File: config.mk
export PLATFORM = sky130hd
export DESIGN_NAME = cds_decoder
export DESIGN_NICKNAME = d
export VERILOG_FILES = /design/src/include/cds_pkg.sv /design/src/design/cds_decoder.sv
export SDC_FILE = /design/constraint.sdc
export NUM_CORES = 1
export LEC_CHECK = 0
export ABC_CLOCK_PERIOD_IN_PS = 2000
export BUFFER_PORTS_ARGS = -buffer_cell sky130_fd_sc_hd__buf_2
export CORE_MARGIN = 5
export CORE_UTILIZATION = 37
export DETAILED_ROUTE_END_ITERATION = 8
export PLACE_DENSITY = 0.77
export SYNTH_ARGS = -nofsm -noshare
export SYNTH_HDL_FRONTEND = slang
export SYNTH_SLANG_ARGS = --single-unit
File: constraint.sdc
create_clock -name REF_CLK -period 2 [get_ports REF_CLK]
set_input_delay 0.2 -clock REF_CLK [delete_from_list [all_inputs] [get_ports REF_CLK]]
set_output_delay 0.2 -clock REF_CLK [all_outputs]
set_load 0.05 [all_outputs]
File: src/include/cds_pkg.sv
package cds_pkg;

  // Code region and its populated windows
  localparam logic [31:0] CODE_LAST      = 32'h1FFF_FFFF;
  localparam logic [31:0] BOOT_BASE      = 32'h0000_0000;
  localparam logic [31:0] BOOT_BYTES     = 32'h0001_0000;
  localparam logic [31:0] FLASH_BASE     = 32'h1000_0000;
  localparam logic [31:0] FLASH_LAST     = 32'h1005_FFFF;
  localparam logic [31:0] INFO0_BASE     = 32'h1080_0000;
  localparam logic [31:0] INFO0_LAST     = 32'h1080_1FFF;
  localparam logic [31:0] INFO1_BASE     = 32'h1080_2000;
  localparam logic [31:0] INFO1_LAST     = 32'h1080_3FFF;

  // Flash geometry
  localparam logic [31:0] BANK_BYTES     = 32'h0003_0000;
  localparam int          PAGE_SHIFT     = 13;
  localparam logic [5:0]  PAGE_COUNT     = 6'h30;
  localparam int          OFS_W          = 19;

  // Reset vector and post-boot entry point
  localparam logic [31:0] RESET_VECTOR   = 32'h0000_0000;
  localparam logic [31:0] BOOT_ENTRY     = 32'h1000_0000;

  // Flash access-control register: peripheral base plus offset
  localparam logic [31:0] FLASH_CTL_BASE = 32'h4002_9000;
  localparam logic [31:0] ACTL_OFFSET    = 32'h0000_0040;
  localparam logic [31:0] ACTL_KEY1      = 32'h3A7F_5CA3;
  localparam logic [31:0] ACTL_KEY2      = 32'hA1E3_4F20;
  localparam logic [31:0] ACTL_KEY3      = 32'h9608_B2C1;

  // Access sizes
  localparam logic [1:0]  SZ_BYTE        = 2'h0;
  localparam logic [1:0]  SZ_HALF        = 2'h1;
  localparam logic [1:0]  SZ_WORD        = 2'h2;

  typedef enum logic [2:0] {
    TGT_NONE  = 3'h0,
    TGT_BOOT  = 3'h1,
    TGT_FLASH = 3'h2,
    TGT_INFO0 = 3'h3,
    TGT_INFO1 = 3'h4
  } cds_target_t;

  typedef enum logic [3:0] {
    LK_LOCKED = 4'h1,
    LK_KEY1   = 4'h2,
    LK_KEY2   = 4'h4,
    LK_OPEN   = 4'h8
  } cds_lock_t;

  typedef struct packed {
    logic        valid;
    logic        write;
    logic [1:0]  size;
    logic [31:0] addr;
  } cds_req_t;

  typedef struct packed {
    logic             valid;
    logic             err;
    cds_target_t      target;
    logic [OFS_W-1:0] offset;
    logic [5:0]       page;
    logic             bank;
  } cds_rsp_t;

  typedef struct packed {
    logic        we;
    logic [1:0]  size;
    logic [31:0] addr;
    logic [31:0] wdata;
  } cds_ctl_t;

endpackage
File: src/design/cds_decoder.sv
`timescale 1ns/1ps
// Function
// (RULE1) Bytes 0x0000_0000 to 0x1FFF_FFFF form the code region, served for fetches.
// (RULE2) Instruction and data fetches use separate ports, decoded in parallel.
// (RULE3) Main flash decodes at 0x1000_0000-0x1005_FFFF on both fetch paths.
// (RULE4) Flash is two 192KB banks of 24 pages of 8,192 bytes each.
// (RULE5) Flash check-bit storage never appears at any bus address.
// (RULE6) After reset the fetch start address is 0x0000_0000.
// (RULE7) After boot ROM completes, execution continues at 0x1000_0000.
// (RULE8) Info block 0 is decoded at 0x1080_0000-0x1080_1FFF.
// (RULE9) Info block 1 is decoded at 0x1080_2000-0x1080_3FFF.
// (RULE10) A register's address is its peripheral base plus its offset.
// (RULE11) Registers are 32 bits wide unless stated otherwise.
// (RULE12) Byte addressed; word, halfword and byte accesses accepted when aligned.
// (RULE13) Three keys in order unlock info block 0 reads; other words relock.
// (RULE14) Code-region accesses hitting nothing populated get an error response.
module cds_decoder
  import cds_pkg::*;
(
  // Clock and reset
  input  wire logic        REF_CLK,
  input  wire logic        RST,
  // Instruction-fetch master
  input  wire cds_req_t    I_REQ,
  output cds_rsp_t         I_RSP,
  // Data-fetch master
  input  wire cds_req_t    D_REQ,
  output cds_rsp_t         D_RSP,
  // Flash access-control register write
  input  wire cds_ctl_t    CTL,
  // Boot sequencing and info block 0 lock status
  input  wire logic        BOOT_DONE,
  output logic [31:0]      START_ADDR,
  output logic             INFO0_OPEN
);

  localparam logic [31:0] ACTL_ADDR = FLASH_CTL_BASE + ACTL_OFFSET;

  cds_rsp_t    i_rsp_ff;
  cds_rsp_t    d_rsp_ff;
  cds_lock_t   lock_ff;
  cds_lock_t   nxt_lock;
  logic [31:0] start_ff;
  logic        info0_open_ff;
  logic        ctl_hit;

  // Full decode of one request; flash window ends at 384KB so check bits stay hidden
  function automatic cds_rsp_t decode(input cds_req_t r, input logic open);
    cds_rsp_t    s;
    logic [31:0] a;
    logic [31:0] rel;
    logic        mis;
    s       = '0;
    a       = r.addr;
    rel     = 32'h0;
    s.valid = r.valid;
    mis     = (r.size == SZ_HALF && a[0]) || (r.size == SZ_WORD && a[1:0] != 2'h0)
              || (r.size == 2'h3);                                            // RULE12
    s.err   = 1'b1;
    if (a > CODE_LAST) begin                                                  // RULE1
      s.target = TGT_NONE;
    end else if (a < BOOT_BASE + BOOT_BYTES) begin                            // RULE6
      rel      = a - BOOT_BASE;
      s.target = TGT_BOOT;
      s.offset = rel[OFS_W-1:0];
      s.err    = r.write;
    end else if (a >= FLASH_BASE && a <= FLASH_LAST) begin                    // RULE3 RULE5
      rel      = a - FLASH_BASE;
      s.target = TGT_FLASH;
      s.offset = rel[OFS_W-1:0];
      s.page   = rel[PAGE_SHIFT+5:PAGE_SHIFT];                                // RULE4
      s.bank   = (rel >= BANK_BYTES);                                         // RULE4
      s.err    = r.write;
    end else if (a >= INFO0_BASE && a <= INFO0_LAST) begin                    // RULE8
      rel      = a - INFO0_BASE;
      s.target = TGT_INFO0;
      s.offset = rel[OFS_W-1:0];
      s.err    = r.write || !open;                                            // RULE13
    end else if (a >= INFO1_BASE && a <= INFO1_LAST) begin                    // RULE9
      rel      = a - INFO1_BASE;
      s.target = TGT_INFO1;
      s.offset = rel[OFS_W-1:0];
      s.err    = r.write;
    end else begin
      s.target = TGT_NONE;                                                    // RULE14
    end
    if (mis) begin
      s.err = 1'b1;
    end
    if (!r.valid) begin
      s = '0;
    end
    return s;
  endfunction

  // Both masters are decoded every cycle with no shared arbitration
  always_ff @(posedge REF_CLK or posedge RST) begin
    if (RST) begin
      i_rsp_ff <= '0;
    end else begin
      i_rsp_ff <= decode(I_REQ, lock_ff == LK_OPEN);                          // RULE2
    end
  end

  always_ff @(posedge REF_CLK or posedge RST) begin
    if (RST) begin
      d_rsp_ff <= '0;
    end else begin
      d_rsp_ff <= decode(D_REQ, lock_ff == LK_OPEN);                          // RULE2
    end
  end

  // Control register sits at base plus offset and takes whole 32-bit words only
  assign ctl_hit = CTL.we && (CTL.addr == ACTL_ADDR) && (CTL.size == SZ_WORD); // RULE10 RULE11

  always_comb begin
    nxt_lock = lock_ff;
    if (ctl_hit) begin
      case (lock_ff)
        LK_LOCKED: nxt_lock = (CTL.wdata == ACTL_KEY1) ? LK_KEY1 : LK_LOCKED;
        LK_KEY1:   nxt_lock = (CTL.wdata == ACTL_KEY2) ? LK_KEY2 :
                              (CTL.wdata == ACTL_KEY1) ? LK_KEY1 : LK_LOCKED;
        LK_KEY2:   nxt_lock = (CTL.wdata == ACTL_KEY3) ? LK_OPEN :
                              (CTL.wdata == ACTL_KEY1) ? LK_KEY1 : LK_LOCKED;
        LK_OPEN: begin
          if (CTL.wdata != ACTL_KEY1 && CTL.wdata != ACTL_KEY2 && CTL.wdata != ACTL_KEY3) begin
            nxt_lock = LK_LOCKED;
          end
        end
        default:   nxt_lock = LK_LOCKED;
      endcase
    end
  end

  always_ff @(posedge REF_CLK or posedge RST) begin
    if (RST) begin
      lock_ff <= LK_LOCKED;
    end else begin
      lock_ff <= nxt_lock;                                                    // RULE13
    end
  end

  // Open flag is its own flop so the output needs no decode of the lock state
  always_ff @(posedge REF_CLK or posedge RST) begin
    if (RST) begin
      info0_open_ff <= 1'b0;
    end else begin
      info0_open_ff <= (nxt_lock == LK_OPEN);                                 // RULE13
    end
  end

  // Fetch start: reset vector until the boot ROM hands over
  always_ff @(posedge REF_CLK or posedge RST) begin
    if (RST) begin
      start_ff <= RESET_VECTOR;                                               // RULE6
    end else if (BOOT_DONE) begin
      start_ff <= BOOT_ENTRY;                                                 // RULE7
    end
  end

  assign I_RSP      = i_rsp_ff;
  assign D_RSP      = d_rsp_ff;
  assign START_ADDR = start_ff;
  assign INFO0_OPEN = info0_open_ff;
endmodule

# Yosys cells after proc, flatten, opt, wreduce, memory -nomap -nowiden
# Cells that the tools add are included.
[totals] regBits=68 inputBits=142 output_inout_bits=95
[classes] magnitude_cmp=18 muxes=32 n_eq_ne=19 add_sub_neg=6 n_reduce_logical=23
[ops] cell="$ge 32x29->1 const B" n=6
[ops] cell="$le 32x29->1 const B" n=6
[ops] cell="$mux 23" n=6
[ops] cell="$eq 32x32->1 const B" n=2
[ops] cell="$ge 32x18->1 const B" n=2
[ops] cell="$gt 32x29->1 const B" n=2
[ops] cell="$lt 32x17->1 const B" n=2
[ops] cell="$ne 32x32->1 const B" n=2
[ops] cell="$sub 32x29->32 const B" n=2
[ops] cell="$mux 31" n=2
[ops] cell="$mux 26" n=2
[ops] cell="$mux 19" n=2
[ops] cell="$sub 19x1->19 const B" n=2
[ops] cell="$sub 19x14->19 const B" n=2
[ops] cell="$eq 32x30->1 const B" n=1
[ops] cell="$eq 32x31->1 const B" n=1
[ops] cell="$ne 32x30->1 const B" n=1
[ops] cell="$mux 7" n=4
[ops] cell="$mux 4" n=4
[ops] cell="$pmux 4 s4" n=1
[ops] cell="$logic_and 1x1->1" n=14
[ops] cell="$mux 3" n=4
[ops] cell="$eq 2x2->1 const B" n=5
[ops] cell="$eq 4x4->1 const B" n=2
[ops] cell="9 further kinds" n=21

# Depth between registers and ports, before layout
# Gate-level depths: netlist of the first run.
[logic_depth] ltp_word=9 mapped_depth=8 ltp_nobuf=7

# Least setup slack after synthesis of the first run
# Ideal clock, no wire load.
[synth_timing] path_type="in2reg" from="input CTL[3] (netlist name)" to="register info0_open_ff (netlist: INFO0_OPEN)" path_buffers=0 cell_stages=7 t_arrival_ps=1898 setup_time_ps=68 required_time_ps=1932 path_slack_ps=34 cell_sequence="or4_4 > nor4_1 > nor4b_2 > nor2_1 > o311ai_1 > a31oi_1 > and4bb_1"
[synth_between] elab_chain_len=7
[synth_lines] element="start: declaration" line="cds_decoder.sv:30" rtl="input wire cds_ctl_t CTL,"
[synth_lines] element="$ne 32x30->1 / $ne 32x32->1 (equally long branches)" line="cds_decoder.sv:126" rtl="if (CTL.wdata != ACTL_KEY1 && CTL.wdata != ACTL_KEY2 && CTL.wdata != ACTL_KEY3) begin"
[synth_lines] element="$logic_and 1x1->1 (2 in series)" line="cds_decoder.sv:126"
[synth_lines] element="$mux 4" line="cds_decoder.sv:126"
[synth_lines] element="$pmux 4 s4 *" line="cds_decoder.sv:119" rtl="case (lock_ff)"
[synth_lines] element="$mux 4 *" line="cds_decoder.sv:118" rtl="if (ctl_hit) begin"
[synth_lines] element="net nxt_lock[0]" line="cds_decoder.sv:42" rtl="cds_lock_t nxt_lock;"
[synth_lines] element="$eq 4x4->1 *" line="cds_decoder.sv:148" rtl="info0_open_ff <= (nxt_lock == LK_OPEN);"
[synth_lines] element="end signal: assignment" line="cds_decoder.sv:148"
[synth_lines] element="end: declaration" line="cds_decoder.sv:44" rtl="logic info0_open_ff;"
# The timed path passes the listed nets; every way through them passes the cells marked *.
# A chain may end at the register's enable or synchronous reset.

# Worst setup path after layout of the first run
# Same ends and word-level chain as after synthesis.

==> results of run 1 <==
[registers in the layout, indices dropped and copies added, names as in the netlist]
signal,flops
D_RSP,31
I_RSP,31
lock_ff,4
INFO0_OPEN,1
START_ADDR,1
[critical path: stages]
cell and delay (ns):
buf_2 0.09, or4_4 0.53, nor4_1 0.26, nor4b_2 0.27, nor2_1 0.07, o311ai_1 0.27
a31oi_1 0.15, and4bb_1 0.29
[through the flow]
stage	worst slack (ns)	setup TNS (ns)
6_report	0.134	0
5_1_grt	0.0209	0
4_1_cts	0.154	0
3_5_place_dp	-0.221	-0.288
3_3_place_gp	-0.166	-0.183
2_1_floorplan	0.0339	0
[routing by layer]
layer  track usage, %  vias to the layer above
met5                0                        -
met4             6.47                        0
met3             3.82                       10
met2             32.5                      166
met1             18.7                     1436
li1                 -                     1506
[layout by cell type, fill, tap and decap left out, types with 2 or more instances in the layout]
cell and n:
buf_2 205, dfrtp_1 67, and2_1 33, conb_1 31, nor2_1 27, nand2_1 23
a21oi_1 14, nor3_1 13, buf_4 13, nor4_1 12, inv_1 11, clkbuf_8 11
nand3_1 8, o21ai_0 8, nand4_1 7, nor4b_1 7, nand3b_1 5, and3_1 5
nor2b_1 4, nand2b_1 3, o21a_1 3, or3_1 2, a21o_1 2, nor4bb_1 2
nor4b_2 2, o21bai_1 2, o22ai_1 2, or2_2 2, ha_1 2, clkinvlp_4 2
dlygate4sd3_1 2
[cell families (layout without fill, tap and decap cells)]
group / after synthesis / count (layout) / synth area share, %
compound gates: 37 / 37 / 6.90
flops: 68 / 68 / 52.8
fa+ha+maj: 2 / 2 / 0.776
buf+inv: 48 / 249 / 9.19
simple gates: 165 / 165 / 29.9
other cells: 1 / 31 / 0.116
xor+xnor: 1 / 1 / 0.272
[area by class of cell]
| cell class | count | area [um2] |
|---|---|---|
| Sequential cell | 68 | 1700 |
| Timing Repair Buffer | 221 | 1160 |
| Clock buffer | 11 | 151 |
| Fill cell | 797 | 3990 |
| Multi-Input combinational cell | 236 | 1350 |
| Inverter | 12 | 45.0 |
| Clock inverter | 5 | 58.8 |
| Tap cell | 108 | 135 |
[cell usage after synthesis (all sizes together) (2+ instances only)]
master,instances
or3,2
or4,2
a21oi,14
dfrtp,67
nor3,13
buf,31
nand2,23
nor2b,4
inv,12
clkbuf,5
nand2b,3
o21ai,8
nand4,7
ha,2
nor4,14
o21a,3
a21o,2
o21bai,2
nand3b,5
nor4bb,2
and3,5
nor2,27
or2,3
nor4b,9
o22ai,2
and2,33
nand3,8
[worst max-delay path by stage]
stage	from	endpoint	slack [ns]
2_1_floorplan	CTL[3]	INFO0_OPEN	0.03
3_3_place_gp	CTL[3]	INFO0_OPEN	-0.17
3_5_place_dp	CTL[3]	INFO0_OPEN	-0.22
4_1_cts	CTL[3]	INFO0_OPEN	0.15
5_1_grt	CTL[3]	INFO0_OPEN	0.02
6_report	CTL[3]	INFO0_OPEN	0.13
[power breakdown]
| part | switching, mW | internal, mW |
|---|---|---|
| Sequential | 0.000831 | 1.38 |
| Clock | 0.513 | 0.646 |
| Combinational | 0.264 | 0.137 |
| Total | 0.778 | 2.16 |
[what timing repair did]
action                     4_1_cts  5_1_grt
hold endpoints to repair        29        0
resized for setup                0        1
setup endpoints to repair        0        1
buffers inserted                 0        0
hold buffers                     2        0
==> impl_metrics.ini, run 1 <==
[run_status]
status = finished clean

[timing]
hold_viol = 0
fin_crit_sh_pct = 93.3
fin_crit_ns = 1.87
slew_viol_final = 0
clock.fmax_mhz = 536
setup_viol = 0
slew_headroom_pct = 56.5
rsz0062_at_grt = no
clock_skew_ns = 0.00740
worst_pin_slew_ns = 0.652
holdWs_ns = 0.0271

[power_and_ir_drop]
total_power_mw = 2.94
ir_worst_vdd_mv = 0.341
leakage_nw = 2.54
cellPowerDensity_nw_per_um2 = 639

[route]
vias = 3118
via_per_inst = 4.72
highest_layer = met4
firstDrtPassIters = 5
ant_nets = 0
wl_per_cell_um = 14.5
wl_met3_um = 1010
wirelength_um = 9570
wl_met1_um = 3370
drtIter0Drc = 44
drcViolationCount = 0
route.met2.wl_um = 5090

[setup_path]
reg2reg_depth = 6
required_ns = 2.26
crit_fanout = 2
r2r-start = lock_ff[3]
r2r_end = INFO0_OPEN
start_kind = input port
critPathKind = in -> reg
arrival_ns = 2.13
critPathCaptureType = register
r2r_setup_slack_ns = 0.27

[yosys]
synth_warnings = 0
synth-seq-cells = 68
yosysTopAreaCell = dfrtp_1
syn_area_um2 = 3230
yosys-top-cells-area = dfrtp_1 52%, buf_4 7.2%, and2_1 6.4%
synth.top_cell.area_share_pct = 52.0
synth_area_per_cell_um2 = 10.0
synth_cell_types = 46
ys.flop_type = dfrtp_1
synth_edf_count = 0
syn-instance-count = 322
synthArstFlopShare_pct = 100
yosysSeqAreaShare_pct = 52.8

[clock_network]
clk_latency_ns = 0.33
cts_made_buffers = 9
clk_pin_slew_ns = 0.07
root_buffer = clkbuf_8
clock_path_buffers = 2
htreeDepth = 3
clock_sinks = 68
cts_tree = done

[die]
io_pins = 237
initial_core_util_pct = 37.5
die-area_um2 = 10700
die_w_um = 103
core_um2 = 8590
core.rowCount = 34
die-height_um = 103

[cells_and_area]
n_antenna_cell = 0
syn_to_final_growth_pct = 42.7
finish.net_count = 692
layout-drive-gt1-share_pct = 44.1
final_area_um2 = 4600
utilization_pct = 53.6
final_cell_count_no_fill = 661

[global_routing]
antenna_found_initial = 0
grt_max_degree = 40
grt_usage_pct = 17.3
grt-ovfl-total = 0
grt_pass1_wl_um = 14300
grt_pass1_vias = 3123

[placed_design]
place_congestion = 0.864
placed_area_um2 = 4370
dp_cells = 643
dp_hpwl_um = 7930
port_buffers = 205

[worst_hold_path]
min_to = D_RSP[30]
hold_class = in -> reg
min-delay-start = D_REQ[35]
holdPathStages = 1

[flow_run]
maxCapViolations = 0
Note: power is estimated with default switching activity, not from simulation.
==> run 2: changes to the inputs <==
- ABC_AREA: unset -> 1
- CORE_MARGIN: 5 -> 2
- CORE_UTILIZATION: 37 -> 41
- PLACE_DENSITY: 0.77 -> 0.78
==> run 2 against run 1 <==
Against the previous run: final area increased by 19%; first-iteration DRC count increased to 3.5 times the previous value; fmax increased by 17%; worst hold slack improved by 0.025 ns; sequential share of layout area decreased by 6.0 points; critical endpoint is now D_RSP[0]; largest power group unchanged.
==> impl_metrics.ini, run 2 <==
[clock_network]
htreeDepth = 3
root_buffer = clkbuf_8
cts_made_buffers = 9
cts_tree = done
cts_resized = 0
clock_path_buffers = 2
clock_sinks = 68
clk_pin_slew_ns = 0.07
clk_latency_ns = 0.34

[power_and_ir_drop]
clkPwrFrac_pct = 35.6
swShare_pct = 29.1
power.internal_mw = 2.12
cellPowerDensity_nw_per_um2 = 545
p_sw_uw = 872
sequentialPowerShare_pct = 46.2
pwr-share-comb_pct = 18.2
ir_worst_vdd_mv = 0.235
leakage_nw = 3.28

[setup_path]
arrival_ns = 1.85
cp_top_family = buffers and inverters
critical-path-max-stage-delay_ns = 0.52
critPathKind = in -> reg
critical_path_buf_inv_count = 4
required_ns = 2.26
path_cells = dlygate4sd3_1 > buf_2 > inv_1 > nor2_1 > inv_1 > a21oi_1 > nand2_1 > a41oi_1
start_kind = input port
crit_slowest_cell = dlygate4sd3_1
critPathCaptureType = register
crit_fanout = 12
worstSetupStartpoint = D_REQ[35]
critical_path.most_common_cell = inv_1
r2r-start = lock_ff[0]

[cells_and_area]
layout-drive-gt1-share_pct = 30.3
mostFrequentLayoutCell = buf_2
fillers = 981
finish.net_count = 964
layout_common_cells = 205 x buf_2, 145 x nor2_1, 128 x nand2_1
final_cell_count_no_fill = 956
n_antenna_cell = 0
syn_to_final_growth_pct = 31.0

[yosys]
synth_commonest_cells = 145 x nor2_1, 128 x nand2_1, 99 x inv_1, 67 x dfrtp_1, 34 x nand3_1
synth-seq-cells = 68
yosysSeqAreaShare_pct = 40.6
synthArstFlopShare_pct = 100
synth_cell_types = 40
ys.flop_type = dfrtp_1
yosysMostFrequentCell = nor2_1
syn-instance-count = 600
yosysTopAreaCell = dfrtp_1
synth_area_per_cell_um2 = 6.99
synth_edf_count = 0
synth.top_cell.area_share_pct = 40.0
syn_area_um2 = 4190
yosys-top-cells-area = dfrtp_1 40%, nor2_1 13%, nand2_1 11%
synth_warnings = 0

[placed_design]
port_buffers = 205
place_congestion = 0.892
dp_cells = 937
dp_hpwl_um = 9100

[timing]
holdWs_ns = 0.0523
fin_crit_sh_pct = 79.9
rsz0062_at_grt = no
clock_skew_ns = 0.00735
hold_viol = 0
fin_setup_tns_ns = 0
setup_viol = 0
clock.fmax_mhz = 626
fin_crit_ns = 1.60
slew_viol_final = 0

[die]
die-area_um2 = 11100
io_pins = 237
core_um2 = 9860
die-height_um = 105
initial_core_util_pct = 42.5
die_w_um = 105
core.rowCount = 36

[global_routing]
grt_pass1_wl_um = 18300
grt-ovfl-total = 0
grt_usage_pct = 20.5
grt_pass1_vias = 4116
grt_max_degree = 69
antenna_found_initial = 0

[route]
drcViolationCount = 0
firstDrtPassIters = 7
drtIter0Drc = 153
vias = 4267
wl_per_cell_um = 11.5
wirelength_um = 11000
via_per_inst = 4.46
ant_nets = 0

[run_status]
status = finished clean

[flow_run]
maxCapViolations = 0

[worst_hold_path]
min-delay-start = BOOT_DONE
hold_class = in -> reg
-- run 2: cell types whose count changed after synthesis, sizes merged, moves of 9 or more --
cell,previous run,this run
and2,33,3
inv,12,100
nand2,23,130
nand3,8,39
nor2,27,151
nor4,14,0
nor4b,9,0
-- run 2: worst paths after layout --
kind                                   to  slack (ns)  cells past startpoint
setup / recovery                 D_RSP[0]        0.40                      8
setup reg to reg               INFO0_OPEN        0.42                      8
min in group asynchronous  START_ADDR[28]        0.48                      4
hold reg to reg            START_ADDR[28]        0.47                      1
max in group asynchronous      lock_ff[0]        1.20                      4
hold / removal             START_ADDR[28]        0.05                      2
-- run 2: final cells by class --
cell class | instances | area (um2) | area share, %
multi-input combinational | 426 | 1960 | 35.7
sequential | 68 | 1700 | 31.0
timing repair buffer | 213 | 1110 | 20.1
inverter | 100 | 375 | 6.83
tap | 133 | 166 | 3.03
clock buffer | 11 | 131 | 2.39
clock inverter | 5 | 52.6 | 0.957
-- run 2: cells by family after synthesis --
| group | after synthesis | share of synthesized area (%) |
|---|---|---|
| other cells | 1 | 0.0894 |
| xor+xnor | 4 | 0.835 |
| simple gates | 359 | 37.5 |
| buf+inv | 136 | 15.3 |
| flops | 68 | 40.6 |
| fa+ha+maj | 4 | 1.19 |
| compound gates | 28 | 4.48 |
-- run 2: power groups by stage --
stage	sequential [mW]	clock (mW)	combinational, mW
finish	1.38	1.07	0.545
global route	1.38	1.16	0.605
CTS	1.38	1.09	0.546
detailed placement	1.41	0	0.540
global placement	1.41	0	0.535
floorplan	1.43	0	0.345
-- run 2: through the flow --
step	setup slack, ns	utilization (%)	power, mW	area, um2
after floorplan	0.0901	-	1.78	4310
after global placement	0.361	53.5	1.94	5280
after detailed placement	0.279	53.5	1.95	5280
after CTS	0.419	55.7	3.02	5490
after global routing	0.164	55.7	3.15	5490
final	0.402	55.7	2.99	5490
-- run 2: metal layers --
layer	wire length [um]	track usage, %	up-vias
met4	196	5.71	0
met5	0	0	-
met2	5550	36.1	160
met3	754	5.43	17
li1	-	-	2202
met1	4470	24.5	1888
-- run 2: timing repair --
item,4_1_cts,5_1_grt
buffers inserted,0,0
endpoints found under the setup margin,0,0
hold buffers,3,0
endpoints found under the hold margin,69,0
==> run 3: changes to the inputs <==
- ABC_AREA: 1 -> 0
- ABC_CLOCK_PERIOD_IN_PS: 2000 -> 1400
- CORE_UTILIZATION: 41 -> 37
- PLACE_DENSITY: 0.78 -> 0.77
- clock period: 2 -> 1.4 ns (I/O delays scaled with it)
==> run 3 against run 2 <==
Against the previous run: the flow now finishes with violations (negative setup slack); routed wire length shrank 14%; clock-buffer cell count up 1; register-to-register slack got worse by 0.73 ns; critical path type unchanged; critical endpoint is now INFO0_OPEN.
==> impl_metrics.ini, run 3 (synthesized netlist as in run 1, its figures left out) <==
[run_status]
status = finished with violations
failed_checks = negative setup slack

[cells_and_area]
n_antenna_cell = 0
multi_input_area_um2 = 1560
utilization_pct = 60.3
final_area_um2 = 5180
layout_common_cells = 202 x buf_2, 67 x dfrtp_1, 44 x buf_4
fillers = 737
syn_to_final_growth_pct = 60.7
mostFrequentLayoutCell = buf_2
final-seq-area_um2 = 1700
layout-drive-gt1-share_pct = 51.0
finish.net_count = 735

[clock_network]
cts_made_buffers = 9
htreeDepth = 3
clock_path_buffers = 2
clk_pin_slew_ns = 0.07
cts_tree = done
clk_latency_ns = 0.34
clock_sinks = 68
root_buffer = clkbuf_8

[timing]
slew_viol_final = 0
setup_viol = 3
rsz0062_at_grt = yes
holdWs_ns = 0.0157
worst_pin_slew_ns = 0.522
hold_viol = 0
slew_headroom_pct = 65.1
clock_skew_ns = 0.00643
layout_setup_ws_ns = -0.331
clock.fmax_mhz = 578
fin_crit_sh_pct = 124
fin_setup_tns_ns = -0.509
fin_crit_ns = 1.73

[die]
core.rowCount = 34
die-area_um2 = 9480
die_w_um = 97.4
die-height_um = 97.4
initial_core_util_pct = 37.5
io_pins = 237
core_um2 = 8590

[setup_path]
critical_path_buf_inv_count = 2
required_ns = 1.67
critical-path-max-stage-delay_ns = 0.55
critPathKind = in -> reg
r2r_setup_slack_ns = -0.31
reg2reg_depth = 6
worstSetupStartpoint = CTL[30]
r2r_end = INFO0_OPEN
r2r-start = lock_ff[0]
crit_fanout = 2
start_kind = input port
crit_slowest_cell = or4_4
critPathCaptureType = register
arrival_ns = 2.00
cp_top_family = simple AND/OR/NAND/NOR gates
path_cells = buf_6 > or4_4 > nor4_4 > nor4b_4 > inv_1 > a41oi_2 > a31oi_1 > and4bb_1

[route]
ant_nets = 0
drtIter0Drc = 42
wl_per_cell_um = 13.4
via_per_inst = 4.65
drcViolationCount = 0
firstDrtPassIters = 4
vias = 3277
wirelength_um = 9420

[global_routing]
grt_usage_pct = 19.6
grt_max_degree = 35
grt-ovfl-total = 0
grt_pass1_vias = 3380
grt_pass1_wl_um = 15000
antenna_found_initial = 0

[power_and_ir_drop]
pwr-share-comb_pct = 15.3
power.internal_mw = 3.13
p_sw_mw = 1.12
swShare_pct = 26.4
clkPwrFrac_pct = 38.4
ir_worst_vdd_mv = 0.408
cellPowerDensity_nw_per_um2 = 820
sequentialPowerShare_pct = 46.4
leakage_nw = 2.84

[placed_design]
place_congestion = 0.894
port_buffers = 205
preCtsSetupSlack_ns = -0.831
dp_hpwl_um = 7640
placed_area_um2 = 4650

[worst_hold_path]
holdPathStages = 2
hold_class = in -> reg
min-delay-start = I_REQ[11]
min_to = I_RSP[18]

[flow_run]
maxCapViolations = 0
==> run 3: changes by cell type in the layout (fill, tap and decap cells not counted), moves of 5 or more <==
cell and change:
nor3_1 -5, buf_4 +40, buf_6 +6, and2_1 +31, dlygate4sd3_1 +8, nand2_1 -108, nor4b_1 +5, nor4_1 +6
nand3_1 -27, nor2_1 -119, inv_1 -87
==> run 3: power by group through the flow <==
stage | Sequential [mW] | Combinational [mW] | Clock, mW
after floorplan | 2.03 | 0.353 | 0
after global placement | 2.01 | 0.597 | 0
after detailed placement | 2.01 | 0.611 | 0
after CTS | 1.97 | 0.644 | 1.69
after global routing | 1.97 | 0.701 | 1.78
final | 1.97 | 0.649 | 1.63
==> run 3: how the worst max path moves through the flow <==
stage | end | slack, ns | depth (start not counted)
finish | INFO0_OPEN | -0.33 | 8
detailed placement | INFO0_OPEN | -0.83 | 8
global route | INFO0_OPEN | -0.41 | 8
floorplan | INFO0_OPEN | -0.45 | 7
global placement | INFO0_OPEN | -0.63 | 8
CTS | INFO0_OPEN | -0.30 | 8
==> run 3: repair_timing <==
action | in CTS | in global routing
endpoints found under the hold margin | 28 | 0
endpoints found under the setup margin | 7 | 10
pin swaps | 11 | 10
hold buffers | 11 | 0
setup buffers | 3 | 2
gates resized for setup | 22 | 15
==> run 3: layer usage <==
| metal | vias to the layer above | GRT usage (%) | share of wire (%) |
|---|---|---|---|
| li1 | 1592 | - | - |
| met1 | 1504 | 21.6 | 37 |
| met2 | 163 | 36.7 | 53 |
| met3 | 18 | 4.03 | 7.7 |
| met4 | 0 | 7.59 | 2.3 |
| met5 | - | 0 | 0 |
==> run 3: metrics by stage <==
| stage | instances | power, mW |
|---|---|---|
| after floorplan | 352 | 2.38 |
| after global placement | 672 | 2.61 |
| after detailed placement | 672 | 2.62 |
| after CTS | 702 | 4.30 |
| after global routing | 704 | 4.45 |
| final | 704 | 4.25 |
==> run 3: layout make-up <==
class | instances | share of cell area (%)
multi-input combinational | 236 | 30.0
timing repair buffer | 264 | 29.7
sequential | 68 | 32.8
clock inverter | 4 | 0.917
clock buffer | 12 | 2.99
tap | 108 | 2.61
inverter | 12 | 0.941
==> run 3: worst register-to-register path, cell delays in order (launching register included) <==
cell	delay, ns
dfstp_2	0.58
o21ai_1	0.09
o22a_1	0.23
buf_4	0.15
a41oi_2	0.19
a31oi_1	0.13
and4bb_1	0.27
